--- src/rtl/adrm_cfg.svh ---
// offsets, field positions, reset values and calibration and decimation counts of the register map
`ifndef ADRM_CFG_SVH
`define ADRM_CFG_SVH

// ****************************************************************
// register addresses (communications byte bits 3..0)
// ****************************************************************
`define ADRM_A_STATUS    4'h0
`define ADRM_A_MODE      4'h1
`define ADRM_A_ADC_CTRL  4'h2
`define ADRM_A_FILTER    4'h3
`define ADRM_A_DATA      4'h4
`define ADRM_A_OFFSET    4'h5
`define ADRM_A_GAIN      4'h6
`define ADRM_A_IO_CTRL   4'h7
`define ADRM_A_TEST      4'hC
`define ADRM_A_ID        4'hF

// ****************************************************************
// communications byte fields
// ****************************************************************
`define ADRM_CB_WEN      7
`define ADRM_CB_READ     6

// ****************************************************************
// status fields
// ****************************************************************
`define ADRM_ST_READY    7
`define ADRM_ST_CAL      5
`define ADRM_ST_ERR      3
`define ADRM_ST_LOCK     0

// ****************************************************************
// mode and io control fields
// ****************************************************************
`define ADRM_MODE_CHOP   7
`define ADRM_MODE_PSEUDO 4
`define ADRM_IO_P2DIR    5
`define ADRM_IO_P1DIR    4
`define ADRM_IO_P2OUT    1
`define ADRM_IO_P1OUT    0

// ****************************************************************
// reset values
// ****************************************************************
`define ADRM_RST_MODE    8'h00
`define ADRM_RST_ADC     8'h07
`define ADRM_RST_IO      8'h00
`define ADRM_RST_FILTER  8'h45
`define ADRM_RST_DATA    24'h00_0000
`define ADRM_RST_CAL     24'h00_0000
`define ADRM_RST_TEST    16'h0000

// ****************************************************************
// counts
// ****************************************************************
`define ADRM_NUM_CAL     5
`define ADRM_DECIM_MULT  11'h008

`endif

--- src/rtl/adrm_pkg.sv ---
// types of the register map block
package adrm_pkg;

  typedef enum logic [1:0] {
    ST_COMMS,
    ST_WRITE,
    ST_READ
  } adrm_state_type;

  typedef logic [3:0]  adrm_addr_type;
  typedef logic [23:0] adrm_word_type;

endpackage

--- src/rtl/adrm_ser_if.sv ---
// byte carrier between serial shifter and register map
interface adrm_ser_if;
  logic [7:0] rx_byte;
  logic       rx_stb;
  logic [7:0] tx_byte;

  modport shifter (output rx_byte, output rx_stb, input tx_byte);
  modport regmap  (input rx_byte, input rx_stb, output tx_byte);
endinterface

--- src/rtl/adrm_shifter.sv ---
// serial bit shifter: bytes in on sclk rise, bytes out on sclk fall
module adrm_shifter (
  // clock and reset
  input  wire logic sys_clk,
  input  wire logic rst,
  // serial pins
  input  wire logic cs_n,
  input  wire logic sclk,
  input  wire logic din,
  output logic      dout,
  output logic      dout_oe,
  // byte side
  adrm_ser_if.shifter ser
);

  logic       sclk_q;
  logic [2:0] cnt_q;
  logic [6:0] rx_sh_q;
  logic [7:0] rx_byte_q;
  logic       rx_stb_q;
  logic [7:0] tx_sh_q;
  logic       rise;
  logic       fall;

  // ****************************************************************
  // edge detect
  // ****************************************************************
  assign rise = sclk & ~sclk_q & ~cs_n;
  assign fall = ~sclk & sclk_q & ~cs_n;

  always_ff @(posedge sys_clk or posedge rst) begin
    if (rst) begin
      sclk_q <= 1'b1;
    end else begin
      sclk_q <= sclk;
    end
  end

  // ****************************************************************
  // receive
  // ****************************************************************
  always_ff @(posedge sys_clk or posedge rst) begin
    if (rst) begin
      cnt_q     <= 3'h0;
      rx_sh_q   <= 7'h00;
      rx_byte_q <= 8'h00;
      rx_stb_q  <= 1'b0;
    end else begin
      rx_stb_q <= 1'b0;
      if (cs_n) begin
        cnt_q <= 3'h0;
      end else if (rise) begin
        rx_sh_q <= {rx_sh_q[5:0], din};
        cnt_q   <= cnt_q + 3'h1;
        if (cnt_q == 3'h7) begin
          rx_byte_q <= {rx_sh_q, din};
          rx_stb_q  <= 1'b1;
        end
      end
    end
  end

  // ****************************************************************
  // transmit
  // ****************************************************************
  always_ff @(posedge sys_clk or posedge rst) begin
    if (rst) begin
      tx_sh_q <= 8'h00;
    end else if (fall) begin
      if (cnt_q == 3'h0) begin
        tx_sh_q <= ser.tx_byte;
      end else begin
        tx_sh_q <= {tx_sh_q[6:0], 1'b0};
      end
    end
  end

  assign ser.rx_byte = rx_byte_q;
  assign ser.rx_stb  = rx_stb_q;
  assign dout        = tx_sh_q[7];
  assign dout_oe     = ~cs_n;

endmodule // adrm_shifter

--- src/rtl/adrm_regmap.sv ---
// register map and communications-register access discipline
`include "adrm_cfg.svh"

module adrm_regmap
  import adrm_pkg::*;
#(
  parameter logic [7:0] ID_VALUE = 8'h5A  // arbitrary value
) (
  // clock and reset
  input  wire logic        sys_clk,
  input  wire logic        rst,
  // serial pins
  input  wire logic        cs_n,
  input  wire logic        sclk,
  input  wire logic        din,
  output logic             dout,
  output logic             dout_oe,
  // converter side
  input  wire logic [23:0] conv_data,
  input  wire logic        conv_valid,
  input  wire logic        cal_busy,
  input  wire logic        err_flag,
  input  wire logic        pll_lock,
  input  wire logic        cal_offset_wr,
  input  wire logic        cal_gain_wr,
  input  wire logic [23:0] cal_value,
  // configuration out
  output logic [7:0]       mode_out,
  output logic [7:0]       adc_ctrl_out,
  output logic [7:0]       rate_divisor_field,
  output logic [10:0]      decim_factor,
  output logic [23:0]      cal_offset,
  output logic [23:0]      cal_gain,
  // port pins
  input  wire logic [1:0]  port_in,
  output logic [1:0]       port_out,
  output logic [1:0]       port_oe
);

  adrm_ser_if ser ();

  adrm_state_type state_q;
  adrm_addr_type  addr_q;
  logic [1:0]     left_q;
  logic [23:0]    rd_q;
  logic [15:0]    wr_q;
  logic [7:0]     mode_q;
  logic [7:0]     adc_q;
  logic [7:0]     io_q;
  logic [7:0]     filter_q;
  logic [15:0]    test_q;
  logic [23:0]    data_q;
  logic           ready_q;
  logic [23:0]    offset_q [`ADRM_NUM_CAL];
  logic [23:0]    gain_q   [`ADRM_NUM_CAL];
  logic [2:0]     cidx;
  logic [7:0]     status;
  logic [7:0]     cb;
  logic           cmd_stb;
  logic           commit;
  logic [23:0]    wr_val;
  logic           data_read;

  // ****************************************************************
  // helpers
  // ****************************************************************
  function automatic logic [1:0] reg_bytes(input adrm_addr_type a);
    unique case (a)
      `ADRM_A_DATA, `ADRM_A_OFFSET, `ADRM_A_GAIN: reg_bytes = 2'd3;
      `ADRM_A_TEST:                               reg_bytes = 2'd2;
      default:                                    reg_bytes = 2'd1;
    endcase
  endfunction

  function automatic logic writable(input adrm_addr_type a);
    unique case (a)
      `ADRM_A_MODE, `ADRM_A_ADC_CTRL, `ADRM_A_FILTER, `ADRM_A_OFFSET,
      `ADRM_A_GAIN, `ADRM_A_IO_CTRL, `ADRM_A_TEST: writable = 1'b1;
      default:                                    writable = 1'b0;
    endcase
  endfunction

  function automatic logic [2:0] chan_index(input logic [3:0] ch,
                                            input logic       pseudo);
    logic [3:0] c;
    c = pseudo ? {1'b0, ch[3:1]} : ch;
    if (c > 4'd4) begin
      chan_index = 3'd4;
    end else begin
      chan_index = c[2:0];
    end
  endfunction

  // ****************************************************************
  // serial shifter
  // ****************************************************************
  adrm_shifter adrm_shifter_i (
    .sys_clk (sys_clk),
    .rst     (rst),
    .cs_n    (cs_n),
    .sclk    (sclk),
    .din     (din),
    .dout    (dout),
    .dout_oe (dout_oe),
    .ser     (ser.shifter)
  );

  assign ser.tx_byte = rd_q[23:16];
  assign cb          = ser.rx_byte;
  assign cmd_stb     = ser.rx_stb && (state_q == ST_COMMS)
                       && !cb[`ADRM_CB_WEN];
  assign cidx        = chan_index(adc_q[7:4], mode_q[`ADRM_MODE_PSEUDO]);
  assign status      = {ready_q, 1'b0, cal_busy, 1'b0,
                        err_flag, 2'b00, pll_lock};
  assign data_read   = cmd_stb && cb[`ADRM_CB_READ]
                       && (cb[3:0] == `ADRM_A_DATA);
  assign commit      = ser.rx_stb && (state_q == ST_WRITE)
                       && (left_q == 2'd1);
  assign wr_val      = {wr_q, ser.rx_byte};

  // ****************************************************************
  // access sequencer
  // ****************************************************************
  always_ff @(posedge sys_clk or posedge rst) begin
    if (rst) begin
      state_q <= ST_COMMS;
      addr_q  <= 4'h0;
      left_q  <= 2'd0;
    end else if (ser.rx_stb) begin
      unique case (state_q)
        ST_COMMS: begin
          if (!cb[`ADRM_CB_WEN]) begin
            addr_q <= cb[3:0];
            left_q <= reg_bytes(cb[3:0]);
            if (cb[`ADRM_CB_READ]) begin
              state_q <= ST_READ;
            end else if (writable(cb[3:0])) begin
              state_q <= ST_WRITE;
            end else begin
              state_q <= ST_COMMS;
            end
          end
        end
        ST_READ, ST_WRITE: begin
          left_q <= left_q - 2'd1;
          if (left_q == 2'd1) begin
            state_q <= ST_COMMS;
          end
        end
      endcase
    end
  end

  // ****************************************************************
  // read shift and write assembly
  // ****************************************************************
  always_ff @(posedge sys_clk or posedge rst) begin
    if (rst) begin
      rd_q <= 24'h00_0000;
    end else if (cmd_stb && cb[`ADRM_CB_READ]) begin
      unique case (cb[3:0])
        `ADRM_A_STATUS:   rd_q <= {status, 16'h0000};
        `ADRM_A_MODE:     rd_q <= {mode_q, 16'h0000};
        `ADRM_A_ADC_CTRL: rd_q <= {adc_q, 16'h0000};
        `ADRM_A_FILTER:   rd_q <= {filter_q, 16'h0000};
        `ADRM_A_DATA:     rd_q <= data_q;
        `ADRM_A_OFFSET:   rd_q <= offset_q[cidx];
        `ADRM_A_GAIN:     rd_q <= gain_q[cidx];
        `ADRM_A_IO_CTRL:  rd_q <= {io_q[7:2], port_in, 16'h0000};
        `ADRM_A_TEST:     rd_q <= {test_q, 8'h00};
        `ADRM_A_ID:       rd_q <= {ID_VALUE, 16'h0000};
        default:          rd_q <= 24'h00_0000;
      endcase
    end else if (ser.rx_stb && state_q == ST_READ) begin
      rd_q <= {rd_q[15:0], 8'h00};
    end
  end

  always_ff @(posedge sys_clk or posedge rst) begin
    if (rst) begin
      wr_q <= 16'h0000;
    end else if (cmd_stb) begin
      wr_q <= 16'h0000;
    end else if (ser.rx_stb && state_q == ST_WRITE) begin
      wr_q <= wr_val[15:0];
    end
  end

  // ****************************************************************
  // configuration registers
  // ****************************************************************
  always_ff @(posedge sys_clk or posedge rst) begin
    if (rst) begin
      mode_q   <= `ADRM_RST_MODE;
      adc_q    <= `ADRM_RST_ADC;
      io_q     <= `ADRM_RST_IO;
      filter_q <= `ADRM_RST_FILTER;
      test_q   <= `ADRM_RST_TEST;
    end else if (commit) begin
      unique case (addr_q)
        `ADRM_A_MODE:     mode_q   <= wr_val[7:0];
        `ADRM_A_ADC_CTRL: adc_q    <= wr_val[7:0];
        `ADRM_A_IO_CTRL:  io_q     <= wr_val[7:0];
        `ADRM_A_FILTER:   filter_q <= wr_val[7:0];
        `ADRM_A_TEST:     test_q   <= wr_val[15:0];
        default:          test_q   <= test_q;
      endcase
    end
  end

  // ****************************************************************
  // calibration banks
  // ****************************************************************
  always_ff @(posedge sys_clk or posedge rst) begin
    if (rst) begin
      for (int i = 0; i < `ADRM_NUM_CAL; i++) begin
        offset_q[i] <= `ADRM_RST_CAL;
        gain_q[i]   <= `ADRM_RST_CAL;
      end
    end else begin
      if (commit && addr_q == `ADRM_A_OFFSET) begin
        offset_q[cidx] <= wr_val;
      end else if (cal_offset_wr) begin
        offset_q[cidx] <= cal_value;
      end
      if (commit && addr_q == `ADRM_A_GAIN) begin
        gain_q[cidx] <= wr_val;
      end else if (cal_gain_wr) begin
        gain_q[cidx] <= cal_value;
      end
    end
  end

  // ****************************************************************
  // result and ready flag
  // ****************************************************************
  always_ff @(posedge sys_clk or posedge rst) begin
    if (rst) begin
      data_q  <= `ADRM_RST_DATA;
      ready_q <= 1'b0;
    end else begin
      if (conv_valid) begin
        data_q  <= conv_data;
        ready_q <= 1'b1;
      end else if (data_read) begin
        ready_q <= 1'b0;
      end
    end
  end

  // ****************************************************************
  // outputs
  // ****************************************************************
  assign mode_out           = mode_q;
  assign adc_ctrl_out       = adc_q;
  assign rate_divisor_field = filter_q;
  assign decim_factor       = 11'({3'b000, filter_q} * `ADRM_DECIM_MULT);
  assign cal_offset         = offset_q[cidx];
  assign cal_gain           = gain_q[cidx];
  assign port_out = {io_q[`ADRM_IO_P2OUT], io_q[`ADRM_IO_P1OUT]};
  assign port_oe  = {io_q[`ADRM_IO_P2DIR], io_q[`ADRM_IO_P1DIR]};

endmodule // adrm_regmap

--- config.mk ---
export PLATFORM = sky130hd
export DESIGN_NAME = adrm_regmap
export DESIGN_NICKNAME = d
export VERILOG_FILES = /design/src/rtl/adrm_pkg.sv /design/src/rtl/adrm_ser_if.sv /design/src/rtl/adrm_shifter.sv /design/src/rtl/adrm_regmap.sv
export VERILOG_INCLUDE_DIRS = /design/src /design/src/rtl
export SDC_FILE = /design/constraint.sdc
export NUM_CORES = 1
export LEC_CHECK = 0
export ABC_CLOCK_PERIOD_IN_PS = 17800
export BUFFER_PORTS_ARGS = -buffer_cell sky130_fd_sc_hd__buf_4
export CORE_MARGIN = 2
export CORE_UTILIZATION = 60
export CTS_CLUSTER_SIZE = 30
export DETAILED_ROUTE_END_ITERATION = 10
export PLACE_DENSITY = 0.8
export SLEW_MARGIN = 30
export SYNTH_ARGS = -nofsm -noshare
export SYNTH_HDL_FRONTEND = slang
export SYNTH_SLANG_ARGS = --single-unit
--- constraint.sdc ---
create_clock -name sys_clk -period 17.8 [get_ports sys_clk]
set_input_delay 2.67 -clock sys_clk [delete_from_list [all_inputs] [get_ports sys_clk]]
set_output_delay 2.67 -clock sys_clk [all_outputs]
set_load 0.02 [all_outputs]
After elaboration in Yosys (flattened, before gate mapping)
Cells that the tools add are included.

word-level totals
  word-level logic and storage cells = 141
  register bits after elaboration = 389
  output and inout bits = 89
  input port bits = 61

cells by class
  reduce and logical (&&, ||, !) cells = 33
  multiplexer cells = 44
  bitwise logic cells = 9
  add/sub/neg operators = 2
  equal/unequal tests = 22
  order comparisons = 3

operators by type and width
  operator                                                  number
  bitwise mux 120 bit                                       4
  two-way mux 120 bit                                       4
  case mux 24 bit (10 select lines)                         1
  two-way mux 24 bit                                        7
  binary-select mux 24 bit (select 3 bit)                   2
  demux 24 bit (select 3 bit)                               1
  two-way mux 16 bit                                        2
  == test 4 x 3 -> 1 bit, second input constant             7
  == test 4 x 2 -> 1 bit, second input constant             4
  AND reduction 2 bit                                       7
  == test 4 bit, second input constant                      3
  case mux 2 bit (2 select lines)                           3
  nonzero test 2 bit                                        6
  two-way mux 1 bit                                         11
  logical AND 1 bit                                         10
  two-way mux 3 bit                                         3
  AND reduction 3 bit                                       3
  == test 4 x 1 -> 1 bit, second input constant             2
  two-way mux 2 bit                                         4
  two-way mux 8 bit                                         1
  OR reduction 7 bit                                        1
  AND 1 bit                                                 4
  == test 2 x 1 -> 1 bit, second input constant             2
  greater-or-equal comparator 4 bit, second input constant  1
  16 further kinds                                          20

Depth between registers and ports, before layout
  depth in word-level cells = 11
  gate-level depth with buffers = 11

Cells and area by module
From an unflattened synthesis, not the netlist that was laid out.

unflattened totals
  cells, all modules = 1915
  area, all modules = 18930.7 sq um

modules (own cells, without submodules)
  module        cells each  sequential area each (sq um)  times used  area each (sq um)
  adrm_regmap   1826        9041.2                        1           17698.2
  adrm_shifter  89          701.9                         1           1232.4

Worst setup path after synthesis
No wires, ideal clock.

  kind = in2out
  from = input port cs_n
  to = output port dout_oe
  path slack = 12.315 ns
  data arrival time = 2.815 ns
  cell stages on the path = 1
  path through = inv_1

on the way
  cells in the longest elaborated chain, start to end = 1

RTL lines
  element                     line               text
  from (decl)                 adrm_regmap.sv:13  input wire logic cs_n,
  NOT 1 bit (no source line)  -
  to (decl)                   adrm_regmap.sv:17  output logic dout_oe,

Every way passes these cells.

Worst setup path after layout
  from = register adc_q[5], in the netlist adc_ctrl_out[5]
  to = output port cal_gain[22]

on the way
  cells in the longest elaborated chain, start to end = 7

RTL lines
  element                                                  line                text
  from (decl)                                              adrm_regmap.sv:48   logic [7:0] adc_q;
  from (signal assigned)                                   adrm_regmap.sv:195  adc_q <= `ADRM_RST_ADC;
  from (signal assigned)                                   adrm_regmap.sv:202  `ADRM_A_ADC_CTRL: adc_q <= wr_val[7:0];
  two-way mux 4 bit *                                      adrm_regmap.sv:86   c = pseudo ? {1'b0, ch[3:1]} : ch;
  greater-than comparator 4 x 3 -> 1 bit                   adrm_regmap.sv:87   if (c > 4'd4) begin
  two-way mux 3 bit *                                      adrm_regmap.sv:87
  NOT 3 -> 4 bit (implied by the code) *                   adrm_regmap.sv:259  assign cal_gain = gain_q[cidx];
  binary-select mux 24 bit (select 3 bit) *                adrm_regmap.sv:259
  two-way mux 24 bit (implied by the code) * (2 in a row)  adrm_regmap.sv:259
  to (decl)                                                adrm_regmap.sv:33   output logic [23:0] cal_gain,

Every way passes the cells marked *; elsewhere a longest branch is shown, timed or not. The select of a mux whose other input is x is not followed.

==> run metrics <==
outcome=completed; Fin. Hold Viols=0; total track usage=39.8%; Power Total=2.00 mW; Via-to-Cell Ratio=6.95; worst path bufs/invs=3; Post-synth ARST share=100%; Clk Latency, worst-skew pair=0.56 ns; Leak=9.81 nW; GRT overflow=0; crit share post-route=35.7%; Setup WS post-layout=11.44 ns; WL/cell=27.5 um; I/O pins=150; Die Y-Extent=181 um; H-tree levels=2; # rows=64; clk root buf=clkbuf_16; clock slew at reported path FFs=0.06 ns; hold_sp=ready_q; Post-CTS Setup Repair Bufs=0; crit-path max cell delay=0.50 ns; proportion of netlist area held by the largest area contributor=50.6%; Area Overhead vs Synth=14.2%; synthesized flop and latch total=389; metal3 WL=8.65 mm; worst reg2reg setup slack=14.01 ns; DRT Pass-1 Iters=6; RSZ-0062 raised after global routing=no; Final Skew=0.0156 ns; number of flops mapped to enable cells by yosys=0; Setup CP Type=reg -> out; CTS max path bufs=3; gpl congestion=1.02; first-pass GRT wire length=98.5 mm; Arr. time, crit path=3.69 ns; design area=21600 um2; Syn Std Cell Area=18900 um2; worst IR drop on VDD=94.1 uV; Hold Path Class=reg -> reg; die area=32900 um2; Routed met1 length=24.6 mm; CP Launch Type=flop; critical path startpoint=adc_ctrl_out[5]; Max-Cap Viols=0; Cell Pwr Density=92.6 nW/um2; DP Worst Slack=11.87 ns; CP most frequent cell=buf_4; post-route DRC violation count=0; CTS sink cnt=389; Mapped Cells=1868; share of layout cells above drive strength 1=19.9%; DR top layer=met4; Slew HR=33.6%; met2 WL=27.7 mm; Die W=181 um; fin util=69.9%; number of port buffers=146; Seq/Total Area, Yosys=51.6%; cts repair resizes=0; initial antenna violation count=0; antenna-violating nets left=0; # hold bufs at CTS=0; end of the critical path=cal_gain[22]; worst reg2reg path startpoint=adc_ctrl_out[5]; Levels on crit path=9; final setup fails=0; Critical Path Fanout Max=31; Area contributors post-synth=dfrtp_1, a22o_1, mux2_2; post-synth cell types=82; r2r worst-path depth=8; largest area contributor in the netlist=dfrtp_1; initial DRC count=2347; family with the most delay on the worst path=simple AND/OR/NAND/NOR gates; worst r2r dst=offset_q[49]; CTS tree=built; crit-path cells=buf_4 -> or3b_1 -> nand2_1 -> buf_4 -> a21oi_1 -> nor2_2 -> nor2_1 -> o21ai_0 -> buf_4; Avg Cell Area, Syn=10.1 um2; CTS Buf Count=42; yosys warns=0; nets=2006; Slew Limit Fails=0; total number of vias=16500; Placed Instance Area=20100 um2; core area=30800 um2; vias in the first global route=15800; CP endpoint kind=primary output; largest net degree at the start of global routing=130; fillers=2286; starting density of the core=61.2%; top_reg_cell synth=dfrtp_1; Tightest Pin Transition=0.992 ns; Routed WL=65.1 mm; CP max stage cell=dfrtp_1; placed wire-length estimate=44.8 mm; Max Freq=157 MHz; min cycle time layout=6.36 ns; WP data required=15.13 ns; TNS Setup=0 ns
placed cells by master, fill, tap and decap left out, types with 17 or more instances in the layout:
cell type and instances:
a211oi_1 21, a21o_1 29, a21oi_1 120, a22o_1 110, a22oi_1 17, a31oi_1 17, buf_4 185, clkbuf_16 45
dfrtp_1 382, inv_1 40, mux2_2 81, mux2i_1 63, nand2_1 233, nand3_1 20, nor2_1 101, nor3_1 24
o21a_1 17, o21ai_0 162, o21ai_1 25, o22ai_1 21
sequential cells by signal, summed over array words and instances (netlist names), 2 cells and up:
register,count
gain_q,120
offset_q,120
data_q,24
rd_q,24
test_q,16
wr_q,16
adc_ctrl_out,8
adrm_shifter_i.ser.rx_byte,8
adrm_shifter_i.tx_sh_q,8
io_q,8
mode_out,8
rate_divisor_field,8
adrm_shifter_i.rx_sh_q,7
addr_q,4
adrm_shifter_i.cnt_q,3
left_q,2
state_q,2
cell usage after synthesis (4+ instances only):
| cell | count |
|---|---|
| dfrtp_1 | 382 |
| buf_4 | 24 |
| a21o_1 | 30 |
| nor3_1 | 25 |
| inv_1 | 41 |
| dfstp_2 | 7 |
| a31oi_1 | 17 |
| nand3_1 | 20 |
| o2bb2ai_1 | 12 |
| buf_1 | 8 |
| o311ai_0 | 13 |
| a221o_1 | 16 |
| o221ai_1 | 8 |
| nand2_1 | 233 |
| a211o_1 | 11 |
| o21a_1 | 17 |
| o211ai_1 | 6 |
| nand2b_1 | 5 |
| a22oi_1 | 17 |
| mux2_1 | 8 |
| o21ai_1 | 27 |
| ha_1 | 7 |
| nor2_1 | 102 |
| o21ai_2 | 5 |
| and2_1 | 11 |
| o21ai_0 | 166 |
| a21oi_1 | 120 |
| mux2_2 | 81 |
| nor2b_1 | 10 |
| mux2i_1 | 63 |
| buf_2 | 47 |
| clkbuf_1 | 82 |
| a211oi_1 | 21 |
| a22o_1 | 110 |
| and3_1 | 7 |
| o22ai_1 | 21 |
| a221oi_1 | 11 |
| o221a_2 | 6 |
| a32oi_1 | 4 |
layout make-up:
type	instances	area, um2	share of cell area (%)
sequential	389	9740	45.2
multi-input combinational	1275	8290	38.4
timing repair buffer	188	1420	6.57
clock buffer	62	1290	5.98
tap	396	495	2.30
inverter	42	170	0.789
clock inverter	14	148	0.685
antenna	2	5.00	0.0232
metrics by stage:
stage	hold WS [ns]	instances
6_report	0.478	2368
5_1_grt	0.495	2366
4_1_cts	0.479	2366
3_5_place_dp	0.466	2290
3_3_place_gp	0.457	2289
2_1_floorplan	0.441	1870
worst min-delay path by stage:
stage | endpoint | cells after the start | slack (ns)
3_3_place_gp | gain_q[113] | 2 | 0.46
2_1_floorplan | gain_q[89] | 2 | 0.44
4_1_cts | ready_q | 1 | 0.48
5_1_grt | offset_q[86] | 2 | 0.50
3_5_place_dp | offset_q[104] | 2 | 0.47
6_report | ready_q | 1 | 0.48
cell families (layout without fill, tap and decap cells):
group | Yosys count | after routing | synth area share [%]
other | 1 | 5 | 0.0199
AND/OR/NAND/NOR | 447 | 447 | 10.4
adder cells (fa/ha/maj) | 7 | 7 | 0.464
buffers and inverters | 206 | 306 | 5.00
multiplexers | 152 | 152 | 8.65
XOR/XNOR | 1 | 1 | 0.0464
AO/OA/AOI/OAI | 665 | 665 | 23.8
flip-flops | 389 | 389 | 51.6
power by group:
part | internal (mW) | leakage [nW] | switching (mW)
Combinational | 0.0612 | 3.97 | 0.0951
Sequential | 0.913 | 5.13 | 0.0212
Clock | 0.545 | 0.716 | 0.360
routing by layer:
metal | GRT usage, % | vias to the layer above
met3 | 12.2 | 239
met5 | 0 | -
met1 | 55.1 | 8102
met2 | 57.0 | 1185
met4 | 20.4 | 0
li1 | - | 6926
(Power assumes the default switching activity.)
